## config.mk

```make
export PLATFORM = sky130hd
export DESIGN_NAME = oss_sequencer
export DESIGN_NICKNAME = d
export VERILOG_FILES = /design/src/rtl/oss_pkg.sv /design/src/rtl/oss_sequencer.sv
export SDC_FILE = /design/constraint.sdc
export NUM_CORES = 1
export LEC_CHECK = 0
export ABC_AREA = 1
export BUFFER_PORTS_ARGS = -buffer_cell sky130_fd_sc_hd__buf_2
export CAP_MARGIN = 20
export CORE_ASPECT_RATIO = 0.6
export CORE_UTILIZATION = 45
export CTS_CLUSTER_SIZE = 40
export DETAILED_ROUTE_END_ITERATION = 7
export GPL_ROUTABILITY_DRIVEN = 1
export MAX_ROUTING_LAYER = met4
export PLACE_DENSITY_LB_ADDON = 0.3
export SYNTH_ARGS = -nofsm -noshare
export SYNTH_HDL_FRONTEND = slang
export SYNTH_SLANG_ARGS = --single-unit
```

## constraint.sdc

```tcl
create_clock -name clock_i -period 2.68 [get_ports clock_i]
set_clock_uncertainty 0.05 [all_clocks]
set_input_delay 0.536 -clock clock_i [delete_from_list [all_inputs] [get_ports clock_i]]
set_output_delay 0.536 -clock clock_i [all_outputs]
set_load 0.05 [all_outputs]
```

## src/rtl/oss_pkg.sv

```systemverilog
// Package for the offline service sequencer: map, fields, command codes.
package oss_pkg;
  // ==========================================================
  // Register byte addresses (word aligned on Wishbone)
  localparam logic [7:0] ADDR_DIAG0   = 8'he0;
  localparam logic [7:0] ADDR_CONTROL = 8'hf0;
  localparam logic [7:0] ADDR_COMMAND = 8'hf4;
  localparam logic [7:0] ADDR_UNIT    = 8'hf8;
  localparam logic [7:0] ADDR_STATUS  = 8'hfc;
  localparam int         DIAG_BYTES   = 4;
  // ==========================================================
  // Control bit positions (bit 0 is the MSB in the old numbering)
  localparam int B_STOP_ON_CHECK = 7;
  localparam int B_REPOSITION_ON_CHECK = 6;
  localparam int B_STOP_ON_EXCEPTION = 5;
  localparam int B_REWIND_ON_EXCEPTION = 4;
  localparam int B_REVERSE_ON_EXCEPTION = 3;
  localparam int B_RPS     = 2;
  localparam int B_REPEAT  = 1;
  localparam int B_SCAN    = 0;
  localparam int UNIT_W    = 3;
  localparam int SCAN_WRAP = 8;
  // ==========================================================
  // Command codes
  localparam logic [7:0] C_WRITE = 8'h01;
  localparam logic [7:0] C_READ  = 8'h02;
  localparam logic [7:0] C_NOP   = 8'h03;
  localparam logic [7:0] C_BRD   = 8'h0c;
  localparam logic [7:0] C_ERASE = 8'h17;
  localparam logic [7:0] C_WTM   = 8'h1f;
  localparam logic [7:0] C_BSP   = 8'h27;
  localparam logic [7:0] C_BACK_SPACE_FILE  = 8'h2f;
  localparam logic [7:0] C_SPACE = 8'h37;
  localparam logic [7:0] C_DSE   = 8'h97;
  localparam logic [7:0] C_REW   = 8'h07;
  localparam logic [7:0] C_SPEED = 8'hdb;
  localparam logic [7:0] C_SENSE = 8'h04;
  localparam logic [7:0] RST8    = 8'h00;
  typedef enum logic [2:0] {
    ST_IDLE, ST_ISSUE, ST_WAIT, ST_EVAL, ST_REPOS, ST_HOLD
  } oss_state_e;
endpackage : oss_pkg

```

## src/rtl/oss_sequencer.sv

```systemverilog
// Offline service sequencer with Wishbone slave and diagnostic reporting.
// Notes on behaviour
// - Scan bit steps unit address each command
// - Without repeat, one command per start press
// - With repeat, issue continuously until stopped
// - Reposition after write, read and backward read, keep stored values
// - Write: back space or rewind, then erase
// - Read back spaces, backward read spaces
// - Stop-on-exception holds loop until cleared/inhibit
// - Reverse maps write/read to backward read, swaps space codes on exception
// - Erase/nop to backward read, marks to back_space_file
// - Rewind-on-exception issues rewind
// - Rewind plus reverse also toggles speed
// - Unit check sets error flag and lamp
// - Reposition on check, ignore repositioning errors
// - Stop-on-check holds loop until cleared/inhibit
// - Both check bits: reposition, recheck holds
// - Inhibit blocks start, releases stop, keeps repeat
// - Checkout pulse after every eight scanned units
// - Online error stores code, disconnects on selection
// - Selective reset clears disconnect, sets error flag
// - Error flag answers non-sense with check
// - Self test on power-on and any reset source
module oss_sequencer (
  // Clock, reset, enable
  input  wire logic       clock_i,
  input  wire logic       rst_n_i,
  input  wire logic       enable_i,
  // Wishbone classic slave
  input  wire logic       wb_cyc_i,
  input  wire logic       wb_stb_i,
  input  wire logic       wb_we_i,
  input  wire logic [7:0] wb_adr_i,
  input  wire logic [3:0] wb_sel_i,
  input  wire logic [31:0] wb_dat_i,
  output logic [31:0]     wb_dat_o,
  output logic            wb_ack_o,
  // Panel
  input  wire logic       offline_i,
  input  wire logic       start_press_i,
  input  wire logic       start_inhibit_i,
  input  wire logic       panel_reset_i,
  output logic            error_lamp_o,
  // Tape command port
  output logic            cmd_valid_o,
  output logic [7:0]      cmd_code_o,
  output logic [2:0]      cmd_unit_o,
  input  wire logic       end_valid_i,
  input  wire logic       end_uex_i,
  input  wire logic       end_uck_i,
  input  wire logic       id_burst_check_i,
  // Diagnostics and channel
  input  wire logic       diag_error_i,
  input  wire logic [15:0] fru_code_i,
  input  wire logic       initial_selection_i,
  input  wire logic       selective_reset_i,
  input  wire logic       system_reset_i,
  input  wire logic       chan_cmd_i,
  input  wire logic [7:0] chan_code_i,
  output logic            chan_uck_o,
  output logic            disconnect_in_o,
  output logic [15:0]     fru_code_o,
  output logic            checkout_o,
  output logic            self_test_o
);
  // ==========================================================
  // State
  typedef struct packed {
    oss_pkg::oss_state_e st;
    logic [7:0]  diag0, diag1, diag2, diag3;
    logic [7:0]  ctl, cmd;
    logic [2:0]  unit;
    logic [7:0]  cur;     // code now in flight
    logic [1:0]  step;    // repositioning step
    logic        chk_rep; // repositioning caused by unit check
    logic        hold_uck;
    logic        pend;    // hardware command after exception
    logic [7:0]  pend_code;
    logic        speed_next;
    logic [2:0]  scanned;
    logic        uex_l, uck_l, idb_l, rep_run; // status copy, repeat armed
    logic        error_flag, wait_sel, disc, chan_uck, ack;
    logic [31:0] rdat;
    logic [15:0] fru;
    logic        checkout, self_test, offl_q, first;
  } oss_s;
  oss_s s_q, s_d;

  function automatic logic [7:0] oss_reverse(input logic [7:0] c);
    case (c)
      oss_pkg::C_WRITE, oss_pkg::C_READ,
      oss_pkg::C_ERASE, oss_pkg::C_NOP: oss_reverse = oss_pkg::C_BRD;
      oss_pkg::C_BRD:   oss_reverse = oss_pkg::C_READ;
      oss_pkg::C_SPACE: oss_reverse = oss_pkg::C_BSP;
      oss_pkg::C_BSP:   oss_reverse = oss_pkg::C_SPACE;
      oss_pkg::C_WTM,
      oss_pkg::C_DSE:   oss_reverse = oss_pkg::C_BACK_SPACE_FILE;
      default:          oss_reverse = c;
    endcase
  endfunction : oss_reverse

  logic acc;
  logic [7:0] ctl;
  logic inh, repos_needed;
  assign acc = wb_cyc_i && wb_stb_i && !s_q.ack;
  assign ctl = s_q.ctl;
  assign inh = start_inhibit_i;
  assign repos_needed = (s_q.cmd == oss_pkg::C_WRITE) ||
                        (s_q.cmd == oss_pkg::C_READ) ||
                        (s_q.cmd == oss_pkg::C_BRD);

  // ==========================================================
  // Next state
  always_comb begin
    s_d = s_q;
    s_d.ack = 1'b0;
    s_d.checkout = 1'b0;
    s_d.self_test = 1'b0;
    s_d.chan_uck = 1'b0;
    s_d.offl_q = offline_i;
    s_d.first = 1'b0;
    if (s_q.first || system_reset_i || selective_reset_i ||
        panel_reset_i || (offline_i != s_q.offl_q)) begin
      s_d.self_test = 1'b1;
    end
    // Register bus, ack registered one cycle after the request
    if (acc) begin
      s_d.ack = 1'b1;
      s_d.rdat = '0;
      if (wb_we_i && wb_sel_i[0]) begin
        case (wb_adr_i)
          oss_pkg::ADDR_DIAG0:   s_d.diag0 = wb_dat_i[7:0];
          oss_pkg::ADDR_DIAG0 + 8'h04: s_d.diag1 = wb_dat_i[7:0];
          oss_pkg::ADDR_DIAG0 + 8'h08: s_d.diag2 = wb_dat_i[7:0];
          oss_pkg::ADDR_DIAG0 + 8'h0c: s_d.diag3 = wb_dat_i[7:0];
          oss_pkg::ADDR_CONTROL: s_d.ctl = wb_dat_i[7:0];
          oss_pkg::ADDR_COMMAND: s_d.cmd = wb_dat_i[7:0];
          oss_pkg::ADDR_UNIT:    s_d.unit = wb_dat_i[2:0];
          default: ;
        endcase
      end
      case (wb_adr_i)
        oss_pkg::ADDR_DIAG0:   s_d.rdat = {24'h0, s_q.diag0};
        oss_pkg::ADDR_DIAG0 + 8'h04: s_d.rdat = {24'h0, s_q.diag1};
        oss_pkg::ADDR_DIAG0 + 8'h08: s_d.rdat = {24'h0, s_q.diag2};
        oss_pkg::ADDR_DIAG0 + 8'h0c: s_d.rdat = {24'h0, s_q.diag3};
        oss_pkg::ADDR_CONTROL: s_d.rdat = {24'h0, s_q.ctl};
        oss_pkg::ADDR_COMMAND: s_d.rdat = {24'h0, s_q.cmd};
        oss_pkg::ADDR_UNIT:    s_d.rdat = {29'h0, s_q.unit};
        oss_pkg::ADDR_STATUS:
          s_d.rdat = {21'h0, s_q.st, 1'b0, s_q.hold_uck, s_q.wait_sel,
                      s_q.disc, s_q.speed_next, s_q.pend,
                      s_q.error_flag, s_q.st == oss_pkg::ST_HOLD};
        default: s_d.rdat = '0;
      endcase
    end
    // Offline sequencer
    case (s_q.st)
      oss_pkg::ST_IDLE: begin
        // one command per press, inhibited presses dropped
        if (offline_i && start_press_i && !inh) begin
          s_d.st = oss_pkg::ST_ISSUE;
          s_d.cur = s_q.cmd;
          s_d.step = 2'd0;
          s_d.rep_run = 1'b1;
        end
      end
      oss_pkg::ST_ISSUE: s_d.st = oss_pkg::ST_WAIT;
      oss_pkg::ST_WAIT: begin
        if (end_valid_i) begin
          // unit check lights error flag; new status resets lamp
          s_d.error_flag = end_uck_i;
          // Qualifiers stand only with the strobe, so keep a copy
          s_d.uex_l = end_uex_i;
          s_d.uck_l = end_uck_i;
          s_d.idb_l = id_burst_check_i;
          s_d.st = oss_pkg::ST_EVAL;
          if (s_q.step != 2'd0 || s_q.pend) begin
            s_d.st = oss_pkg::ST_REPOS;
          end
          // new check during repositioning stops the loop when stop-on-check and reposition-on-check are both set
          if (s_q.step != 2'd0 && end_uck_i &&
              ctl[oss_pkg::B_STOP_ON_CHECK] && ctl[oss_pkg::B_REPOSITION_ON_CHECK]) begin
            s_d.st = oss_pkg::ST_HOLD;
            s_d.hold_uck = 1'b1;
            s_d.step = 2'd0;
            s_d.pend = 1'b0;
          end
        end
      end
      oss_pkg::ST_EVAL: begin
        s_d.st = oss_pkg::ST_IDLE;
        if (s_q.uex_l && ctl[oss_pkg::B_STOP_ON_EXCEPTION]) begin
          // exception stop loop, other exception bits ignored
          s_d.st = oss_pkg::ST_HOLD;
          s_d.hold_uck = 1'b0;
        end else if (s_q.uck_l && ctl[oss_pkg::B_STOP_ON_CHECK] &&
                     !ctl[oss_pkg::B_REPOSITION_ON_CHECK]) begin
          s_d.st = oss_pkg::ST_HOLD;
          s_d.hold_uck = 1'b1;
        end else begin
          if (s_q.uex_l && ctl[oss_pkg::B_REVERSE_ON_EXCEPTION] &&
              !ctl[oss_pkg::B_REWIND_ON_EXCEPTION]) begin
            s_d.cmd = oss_reverse(s_q.cmd);
          end
          if (s_q.uex_l && ctl[oss_pkg::B_REWIND_ON_EXCEPTION]) begin
            s_d.pend = 1'b1;
            s_d.pend_code = oss_pkg::C_REW;
            s_d.speed_next = ctl[oss_pkg::B_REVERSE_ON_EXCEPTION];
          end
          if (repos_needed && (ctl[oss_pkg::B_RPS] ||
              (s_q.uck_l && ctl[oss_pkg::B_REPOSITION_ON_CHECK]))) begin
            s_d.step = 2'd1;
            s_d.chk_rep = s_q.uck_l && !ctl[oss_pkg::B_RPS];
          end
          if (s_d.pend || s_d.step != 2'd0) begin
            s_d.st = oss_pkg::ST_REPOS;
          end else begin
            s_d.st = oss_pkg::ST_REPOS;
          end
        end
      end
      oss_pkg::ST_REPOS: begin
        // rewind once, then drop the code so it is not reissued
        if (s_q.pend && s_q.pend_code == oss_pkg::C_REW) begin
          s_d.pend_code = oss_pkg::RST8;
          s_d.cur = oss_pkg::C_REW;
          s_d.st = oss_pkg::ST_ISSUE;
        end else if (s_q.pend && s_q.speed_next) begin
          s_d.speed_next = 1'b0;
          s_d.cur = oss_pkg::C_SPEED;
          s_d.st = oss_pkg::ST_ISSUE;
        end else if (s_q.step == 2'd1) begin
          // write repositions by back space or rewind
          // read back spaces, backward read spaces
          // Step 3 marks the last repositioning move in flight
          s_d.pend = 1'b0;
          s_d.step = 2'd3;
          s_d.st = oss_pkg::ST_ISSUE;
          if (s_q.cmd == oss_pkg::C_WRITE) begin
            s_d.step = 2'd2;
            s_d.cur = s_q.idb_l ? oss_pkg::C_REW
                                       : oss_pkg::C_BSP;
          end else if (s_q.cmd == oss_pkg::C_READ) begin
            s_d.cur = oss_pkg::C_BSP;
          end else begin
            s_d.cur = oss_pkg::C_SPACE;
          end
        end else if (s_q.step == 2'd2) begin
          s_d.step = 2'd3;
          s_d.cur = oss_pkg::C_ERASE;
          s_d.st = oss_pkg::ST_ISSUE;
        end else begin
          s_d.step = 2'd0;
          s_d.pend = 1'b0;
          s_d.chk_rep = 1'b0;
          s_d.st = oss_pkg::ST_IDLE;
          // step unit address after each command
          if (ctl[oss_pkg::B_SCAN]) begin
            s_d.unit = s_q.unit + 3'd1;
            s_d.scanned = s_q.scanned + 3'd1;
            if (s_q.scanned == 3'(oss_pkg::SCAN_WRAP - 1)) begin
              s_d.checkout = 1'b1;
            end
          end
          // repeat keeps issuing; inhibit pauses only
          if (ctl[oss_pkg::B_REPEAT] && !inh && offline_i) begin
            s_d.cur = s_d.cmd;
            s_d.st = oss_pkg::ST_ISSUE;
          end
        end
      end
      oss_pkg::ST_HOLD: begin
        if (inh || (s_q.hold_uck ? !ctl[oss_pkg::B_STOP_ON_CHECK]
                                 : !ctl[oss_pkg::B_STOP_ON_EXCEPTION])) begin
          s_d.st = oss_pkg::ST_IDLE;
        end
      end
      default: s_d.st = oss_pkg::ST_IDLE;
    endcase
    // repeat resumes from idle once inhibit drops
    if (s_q.st == oss_pkg::ST_IDLE && s_d.st == oss_pkg::ST_IDLE &&
        ctl[oss_pkg::B_REPEAT] && s_q.rep_run && !inh && offline_i) begin
      s_d.cur = s_q.cmd;
      s_d.st = oss_pkg::ST_ISSUE;
    end
    // repeat needs a press first and ends when its bit clears
    if (!ctl[oss_pkg::B_REPEAT]) begin
      s_d.rep_run = 1'b0;
    end
    // online diagnostic error stores code, waits selection
    if (diag_error_i && !offline_i) begin
      s_d.fru = fru_code_i;
      s_d.wait_sel = 1'b1;
    end else if (s_q.wait_sel && initial_selection_i) begin
      s_d.wait_sel = 1'b0;
      s_d.disc = 1'b1;
    end
    // selective reset clears disconnect, flags error
    if (selective_reset_i && s_q.disc) begin
      s_d.disc = 1'b0;
      s_d.error_flag = 1'b1;
    end
    // error flag answers non-sense commands with check
    if (chan_cmd_i && s_q.error_flag && chan_code_i != oss_pkg::C_SENSE) begin
      s_d.chan_uck = 1'b1;
      s_d.error_flag = 1'b0;
    end
  end

  // ==========================================================
  // Registers
  always_ff @(posedge clock_i or negedge rst_n_i) begin
    if (!rst_n_i) begin
      s_q <= '0;
      s_q.first <= 1'b1;
    end else if (enable_i) begin
      s_q <= s_d;
    end
  end

  // ==========================================================
  // Outputs
  assign wb_ack_o        = s_q.ack;
  assign wb_dat_o        = s_q.rdat;
  assign error_lamp_o    = s_q.error_flag;
  assign cmd_valid_o     = (s_q.st == oss_pkg::ST_ISSUE);
  assign cmd_code_o      = s_q.cur;
  assign cmd_unit_o      = s_q.unit;
  assign chan_uck_o      = s_q.chan_uck;
  assign disconnect_in_o = s_q.disc;
  assign fru_code_o      = s_q.fru;
  assign checkout_o      = s_q.checkout;
  assign self_test_o     = s_q.self_test;

  // ==========================================================
  // Checks
  a_hold_release: assert property (@(posedge clock_i) disable iff
    (!rst_n_i) (enable_i && s_q.st == oss_pkg::ST_HOLD && inh) |=>
    s_q.st == oss_pkg::ST_IDLE) else $error("hold not released");
  a_disc_clear: assert property (@(posedge clock_i) disable iff
    (!rst_n_i) (enable_i && selective_reset_i && s_q.disc) |=>
    (!s_q.disc && s_q.error_flag)) else $error("disconnect kept");
  a_issue_single: assert property (@(posedge clock_i) disable iff
    (!rst_n_i) (enable_i && cmd_valid_o) |=> !cmd_valid_o)
    else $error("issue stuck");
  a_ack_one: assert property (@(posedge clock_i) disable iff
    (!rst_n_i) wb_ack_o |=> !wb_ack_o) else $error("ack too long");
  a_uck_lamp: assert property (@(posedge clock_i) disable iff
    (!rst_n_i) (enable_i && s_q.st == oss_pkg::ST_WAIT && end_valid_i &&
    end_uck_i && !chan_cmd_i) |=> error_lamp_o)
    else $error("lamp not lit");
  a_chan_uck: assert property (@(posedge clock_i) disable iff
    (!rst_n_i) (enable_i && chan_cmd_i && s_q.error_flag &&
    chan_code_i != oss_pkg::C_SENSE) |=> chan_uck_o)
    else $error("no check answer");
  a_self_test: assert property (@(posedge clock_i) disable iff
    (!rst_n_i) (enable_i && system_reset_i) |=> self_test_o)
    else $error("no self test");
  a_cmd_kept: assert property (@(posedge clock_i) disable iff
    (!rst_n_i) (enable_i && s_q.st == oss_pkg::ST_REPOS && !acc) |=>
    $stable(s_q.cmd)) else $error("code changed");
endmodule : oss_sequencer

```

After elaboration in Yosys (flattened, before gate mapping)
Cells that the tools add are included.
{"block": "classes", "addsub": 2, "n_eq_ne": 47, "n_mux": 94, "n_bitwise": 4, "reduce_logical": 82}
{"cell": "$pmux W11 S8", "count": 1}
{"cell": "$mux W8", "count": 10}
{"cell": "$mux W3", "count": 26}
{"cell": "$eq A8 B8 Y1 const B", "count": 9}
{"cell": "$mux W10", "count": 6}
{"cell": "$pmux W8 S5", "count": 1}
{"cell": "$mux W33", "count": 1}
{"cell": "$mux W1", "count": 32}
{"cell": "$logic_and A1 B1 Y1", "count": 31}
{"cell": "$reduce_and A4 Y1", "count": 6}
{"cell": "$mux W11", "count": 2}
{"cell": "$ne A2 B2 Y1 const B", "count": 11}
{"cell": "$reduce_and A10 Y1", "count": 2}
{"cell": "$pmux W3 S6", "count": 1}
{"cell": "$pmux W9 S2", "count": 1}
{"cell": "$eq A8 B2 Y1 const B", "count": 2}
{"cell": "$eq A8 B5 Y1 const B", "count": 2}
{"cell": "$eq A8 B6 Y1 const B", "count": 2}
{"cell": "$pmux W8 S2", "count": 1}
{"cell": "$reduce_and A7 Y1", "count": 2}
{"cell": "$mux W6", "count": 2}
{"cell": "$reduce_and A3 Y1", "count": 4}
{"cell": "$reduce_bool A3 Y1", "count": 4}
{"cell": "$mux W2", "count": 5}
{"cell": "32 further kinds", "count": 65}
{"block": "totals", "regBits": 139, "elab_cells": 259}

Longest topological paths before layout
{"block": "logic_depth", "ltp_word": 17, "mapped_depth": 11, "mapped_depth_nobuf": 11}

Worst setup path after synthesis
OpenSTA, ideal clock, no wires.
{"block": "synth_timing", "kind": "register to register", "start": "reg s_q (netlist bit wb_ack_o)", "end": "reg s_q[131] (netlist bit)", "t_arrival_ns": 1.657, "t_required_ns": 2.497, "path_slack_ns": 0.840, "stages_incl_launch_ff": 10, "n_path_buf": 1, "path_cell_list": "dfrtp_1 > inv_1 > nand3_1 > nor2_4 > inv_2 > nor2_4 > nand2_2 > clkbuf_1 > nand2_1 > o21ai_0"}
{"block": "synth_between", "elab_chain_cells": 3}
{"element": "from (decl)", "line_no": "oss_sequencer.sv:87", "text": "oss_s s_q, s_d;"}
{"element": "$logic_not A1 Y1", "line_no": "oss_sequencer.sv:105", "text": "assign acc = wb_cyc_i && wb_stb_i && !s_q.ack;"}
{"element": "$logic_and A1 B1 Y1", "line_no": "oss_sequencer.sv:105"}
{"element": "$reduce_and A4 Y1 (no source line)"}
Every way passes these cells.
A chain may end at the register's enable or synchronous reset.

Final worst setup path
{"block": "layout_timing", "start": "reg s_q[137] (netlist bit)", "end": "reg s_q (netlist bit cmd_code_o[5])"}
{"block": "layout_between", "elab_chain_cells": 10, "elab_cells_between_ends": 22}
{"element": "$eq A3 B3 Y1, or another cell as far along", "line_no": "oss_sequencer.sv:158", "text": "case (s_q.st)"}
{"element": "$pmux W3 S6", "line_no": "oss_sequencer.sv:158"}
{"element": "$logic_not A3 Y1", "line_no": "oss_sequencer.sv:282", "text": "if (s_q.st == oss_pkg::ST_IDLE && s_d.st == oss_pkg::ST_IDLE &&"}
{"element": "$logic_and A1 B1 Y1 (2 in series)", "line_no": "oss_sequencer.sv:282"}
{"element": "$logic_and A1 B1 Y1 (3 in series)", "line_no": "oss_sequencer.sv:283", "text": "ctl[oss_pkg::B_REPEAT] && s_q.rep_run && !inh && offline_i) begin"}
{"element": "$ne A7 B7 Y1 (no source line), or another cell as far along"}
{"element": "$reduce_and A4 Y1 (no source line)"}
Several ways; a longest one is shown, not always the timed one.

==> run_results.csv <==
group,metric,value,unit
sta,tns,0,ns
critical_path,reg2reg_to,"cmd_code_o[5]$_DFFE_PN0P_",
sta,tightest_slew,0.503,ns
synthesis,yosys-mux-area-fraction,0.0358,
synthesis,synth_top_family_by_area,"simple AND/OR/NAND/NOR gates",
cells_and_area,num_antenna_cells,0,
cells_and_area,drive_above_1_share,0.221,
synthesis,synth_area,6300,µm²
floorplan,initial_core_util,0.461,
critical_path,crit_fanout,9,
sta,finalCritPeriodShare,0.778,
grt,grt_max_degree,54,
critical_path,r2r_start,"s_q[137]$_DFFE_PN0P_",
place,post-dp-hpwl,12800,µm
routing,avgViaCountPerCell,5.19,
routing,postRouteWirelength,16600,µm
clocking,cts_root_buf,"clkbuf_16",
sta,maxSlewHeadroom,0.664,
pwr,powerDensity,693,nW/µm²
sta,setup_viol,0,
sta,fmax,0.480,GHz
clocking,cts_buffers,9,
synthesis,synthAdderAreaFrac,0.0139,
clocking,post-cts-setup-buffer-count,0,
critical_path,slowest_delay,0.46,ns
outcome,status,"finished clean",
synthesis,synthSimpleGateAreaFrac,0.265,
clocking,clkLatencyLatePin,0.35,ns
critical_path,r2r_slack,0.60,ns
synthesis,synthCells,787,
floorplan,die_h,93.6,µm
grt,antenna_found_initial,0,
clocking,htree_levels,3,
cells_and_area,nets,950,
clocking,path_clk_slew,0.07,ns
synthesis,synth_xor_area_frac,0.00278,
critical_path,critPathLaunchType,"flop",
synthesis,synth_seq_cells,111,
grt,grt_pass1_wl,26400,µm
critical_path,critPathArrivalTime,2.31,ns
floorplan,core_area,13700,µm²
sta,layout_setup_ws,0.595,ns
place,place_ws,0.529,ns
sta,min_period,2.08,ns
routing,vias,5462,
place,port_buffers,104,
critical_path,worstSetupPathType,"reg2reg",
routing,first_pass_iters,5,
critical_path,crit_top_cell,"nor2_1",
job,maxCapViolCount,0,
sta,rsz0062_at_grt,"false",
sta,whs,0.0790,ns
cells_and_area,fillers,1383,
pwr,peakVddDrop,0.000427,V
synthesis,synth_compound_area_frac,0.110,
synthesis,synth.avg_cell_area,8.00,µm²
synthesis,yosysSeqAreaShare,0.441,
clocking,tritoncts,"built",
synthesis,ys_warn_count,0,
place,globalplace.congestion,0.956,
floorplan,ios,153,
sta,drv_slew,0,
grt,grt_pass1_vias,4894,
critical_path,cp-end-kind,"flop",
floorplan,die_w,155,µm
grt,grt_overflow,0,
sta,finalHoldViolations,0,
routing,drc,0,
clocking,clock-sinks,111,
pwr,p_leak,0.00354,µW
synthesis,yosys.cell_types.count,45,
floorplan,die_area,14500,µm²
clocking,ctsLongestPathBuffers,2,
critical_path,crit_chain,"inv_1, nand2_2, nor2_1, nand3_1, nor2_1, nand3_1, nand2_1, nand2_2, inv_2, nor2_1, a21oi_1",
routing,postRouteAntennaNets,0,
floorplan,rows,33,
hold_path,hold_path_class,"in2async",
routing,wl_per_cell,15.8,µm
cells_and_area,areaGrowthSynthToFinish,10.3,%
routing,drt_iter0_markers,577,
clocking,hold_buffers,0,
critical_path,cp.required,2.90,ns
clocking,ctsResizeCount,0,
critical_path,r2r_cells,11,
grt,grt_use_total,0.249,
critical_path,crit_slowest_cell,"dfrtp_1",
area by class of cell:
type | count | area [µm²] | area share
Tap cell | 192 | 240 | 0.0346
Sequential cell | 111 | 2780 | 0.400
Inverter | 75 | 284 | 0.0409
Timing Repair Buffer | 113 | 603 | 0.0868
Multi-Input combinational cell | 546 | 2770 | 0.399
Clock inverter | 5 | 42.5 | 0.00612
Clock buffer | 10 | 229 | 0.0330
worst max-delay path by stage:
stage	startpoint	end	slack, ns	cells after the start
after CTS	s_q[138]$_DFFE_PN0P_	cmd_valid_o	0.64	4
after detailed placement	wb_adr_i[1]	wb_dat_o[7]$_DFFE_PN0P_	0.53	8
final	s_q[137]$_DFFE_PN0P_	cmd_code_o[5]$_DFFE_PN0P_	0.60	11
after global routing	s_q[137]$_DFFE_PN0P_	cmd_code_o[1]$_DFFE_PN0P_	0.40	11
after global placement	wb_adr_i[1]	wb_dat_o[7]$_DFFE_PN0P_	0.55	8
after floorplan	wb_ack_o$_DFFE_PN0P_	s_q[131]$_DFFE_PN0P_	0.84	9
power breakdown:
part | switching [µW] | internal (µW) | total [µW]
clock network | 646 | 639 | 1290
logic | 1120 | 384 | 1500
registers | 160 | 1870 | 2030
total | 1930 | 2890 | 4810
metrics by stage:
| step | total power, µW | instances | area [µm²] | util |
|---|---|---|---|---|
| final | 4810 | 1052 | 6950 | 0.508 |
| after detailed placement | 3540 | 1037 | 6680 | 0.489 |
| after global routing | 5040 | 1052 | 6950 | 0.508 |
| after CTS | 4810 | 1052 | 6950 | 0.508 |
| after floorplan | 3250 | 807 | 6370 | - |
| after global placement | 3520 | 1037 | 6680 | 0.489 |
cells in the final DEF, fill, tap and decap left out, drive strengths merged:
master   instances
a21oi           16
a22o             1
a31oi            3
a41oi            1
buf            113
clkbuf          10
clkinv           3
conb            21
dfrtp          110
dfstp            1
ha               7
inv             77
mux2            20
nand2          232
nand3           54
nand4           12
nor2            58
nor3             8
nor3b            1
nor4             4
o2111ai          2
o211ai           4
o21ai           87
o22a             1
o22ai            6
o31ai            3
o41ai            1
or2              2
xnor2            1
xor2             1
state kept, by name, indices dropped and copies added, names as in the netlist:
register         cells
checkout_o           1
s_q                 59
wb_ack_o             1
self_test_o          1
chan_uck_o           1
wb_dat_o            11
disconnect_in_o      1
ctl                  8
cmd_code_o           8
fru_code_o          16
error_lamp_o         1
cmd_unit_o           3
logic make-up after synthesis:
family,count (synthesis)
adders and majority gates,7
and+or+nand+nor,371
DFF,111
AOI/OAI and AO/OA,125
muxes,20
xor gates and xnor gates,2
other,1
buffers and inverters,150
synth_stat cells, drive strengths merged:
master	count	area share
o22a	1	0.0014
o31ai	3	0.0036
a21oi	16	0.013
dfrtp	110	0.44
nand4	12	0.012
o22ai	6	0.0060
a22o	1	0.0014
o21ai	87	0.072
ha	7	0.014
buf	66	0.079
nor2	58	0.043
nor3	8	0.0089
nor4	4	0.0040
conb	1	0.00060
or2	2	0.0020
xnor2	1	0.0014
inv	75	0.045
nand2	232	0.15
nand3	54	0.045
o41ai	1	0.0014
dfstp	1	0.0042
mux2	20	0.036
o211ai	4	0.0048
a41oi	1	0.0014
o2111ai	2	0.0028
xor2	1	0.0014
a31oi	3	0.0030
clkbuf	9	0.0070
nor3b	1	0.0030
routing by layer:
layer,global-route usage,routed length (µm),up-vias
li1,-,-,2633
met1,0.393,8690,2539
met2,0.313,6030,276
met3,0.0667,1770,14
met4,0.0322,94,0
met5,-,0,-
critical path, delay by kind of cell (launching register included):
kind	cells	cell delay, ns
and+or+nand+nor	8	0.94
DFF	1	0.46
buffers and inverters	2	0.41
AOI/OAI and AO/OA	1	0.13
Note: power is estimated with default switching activity, not from simulation.
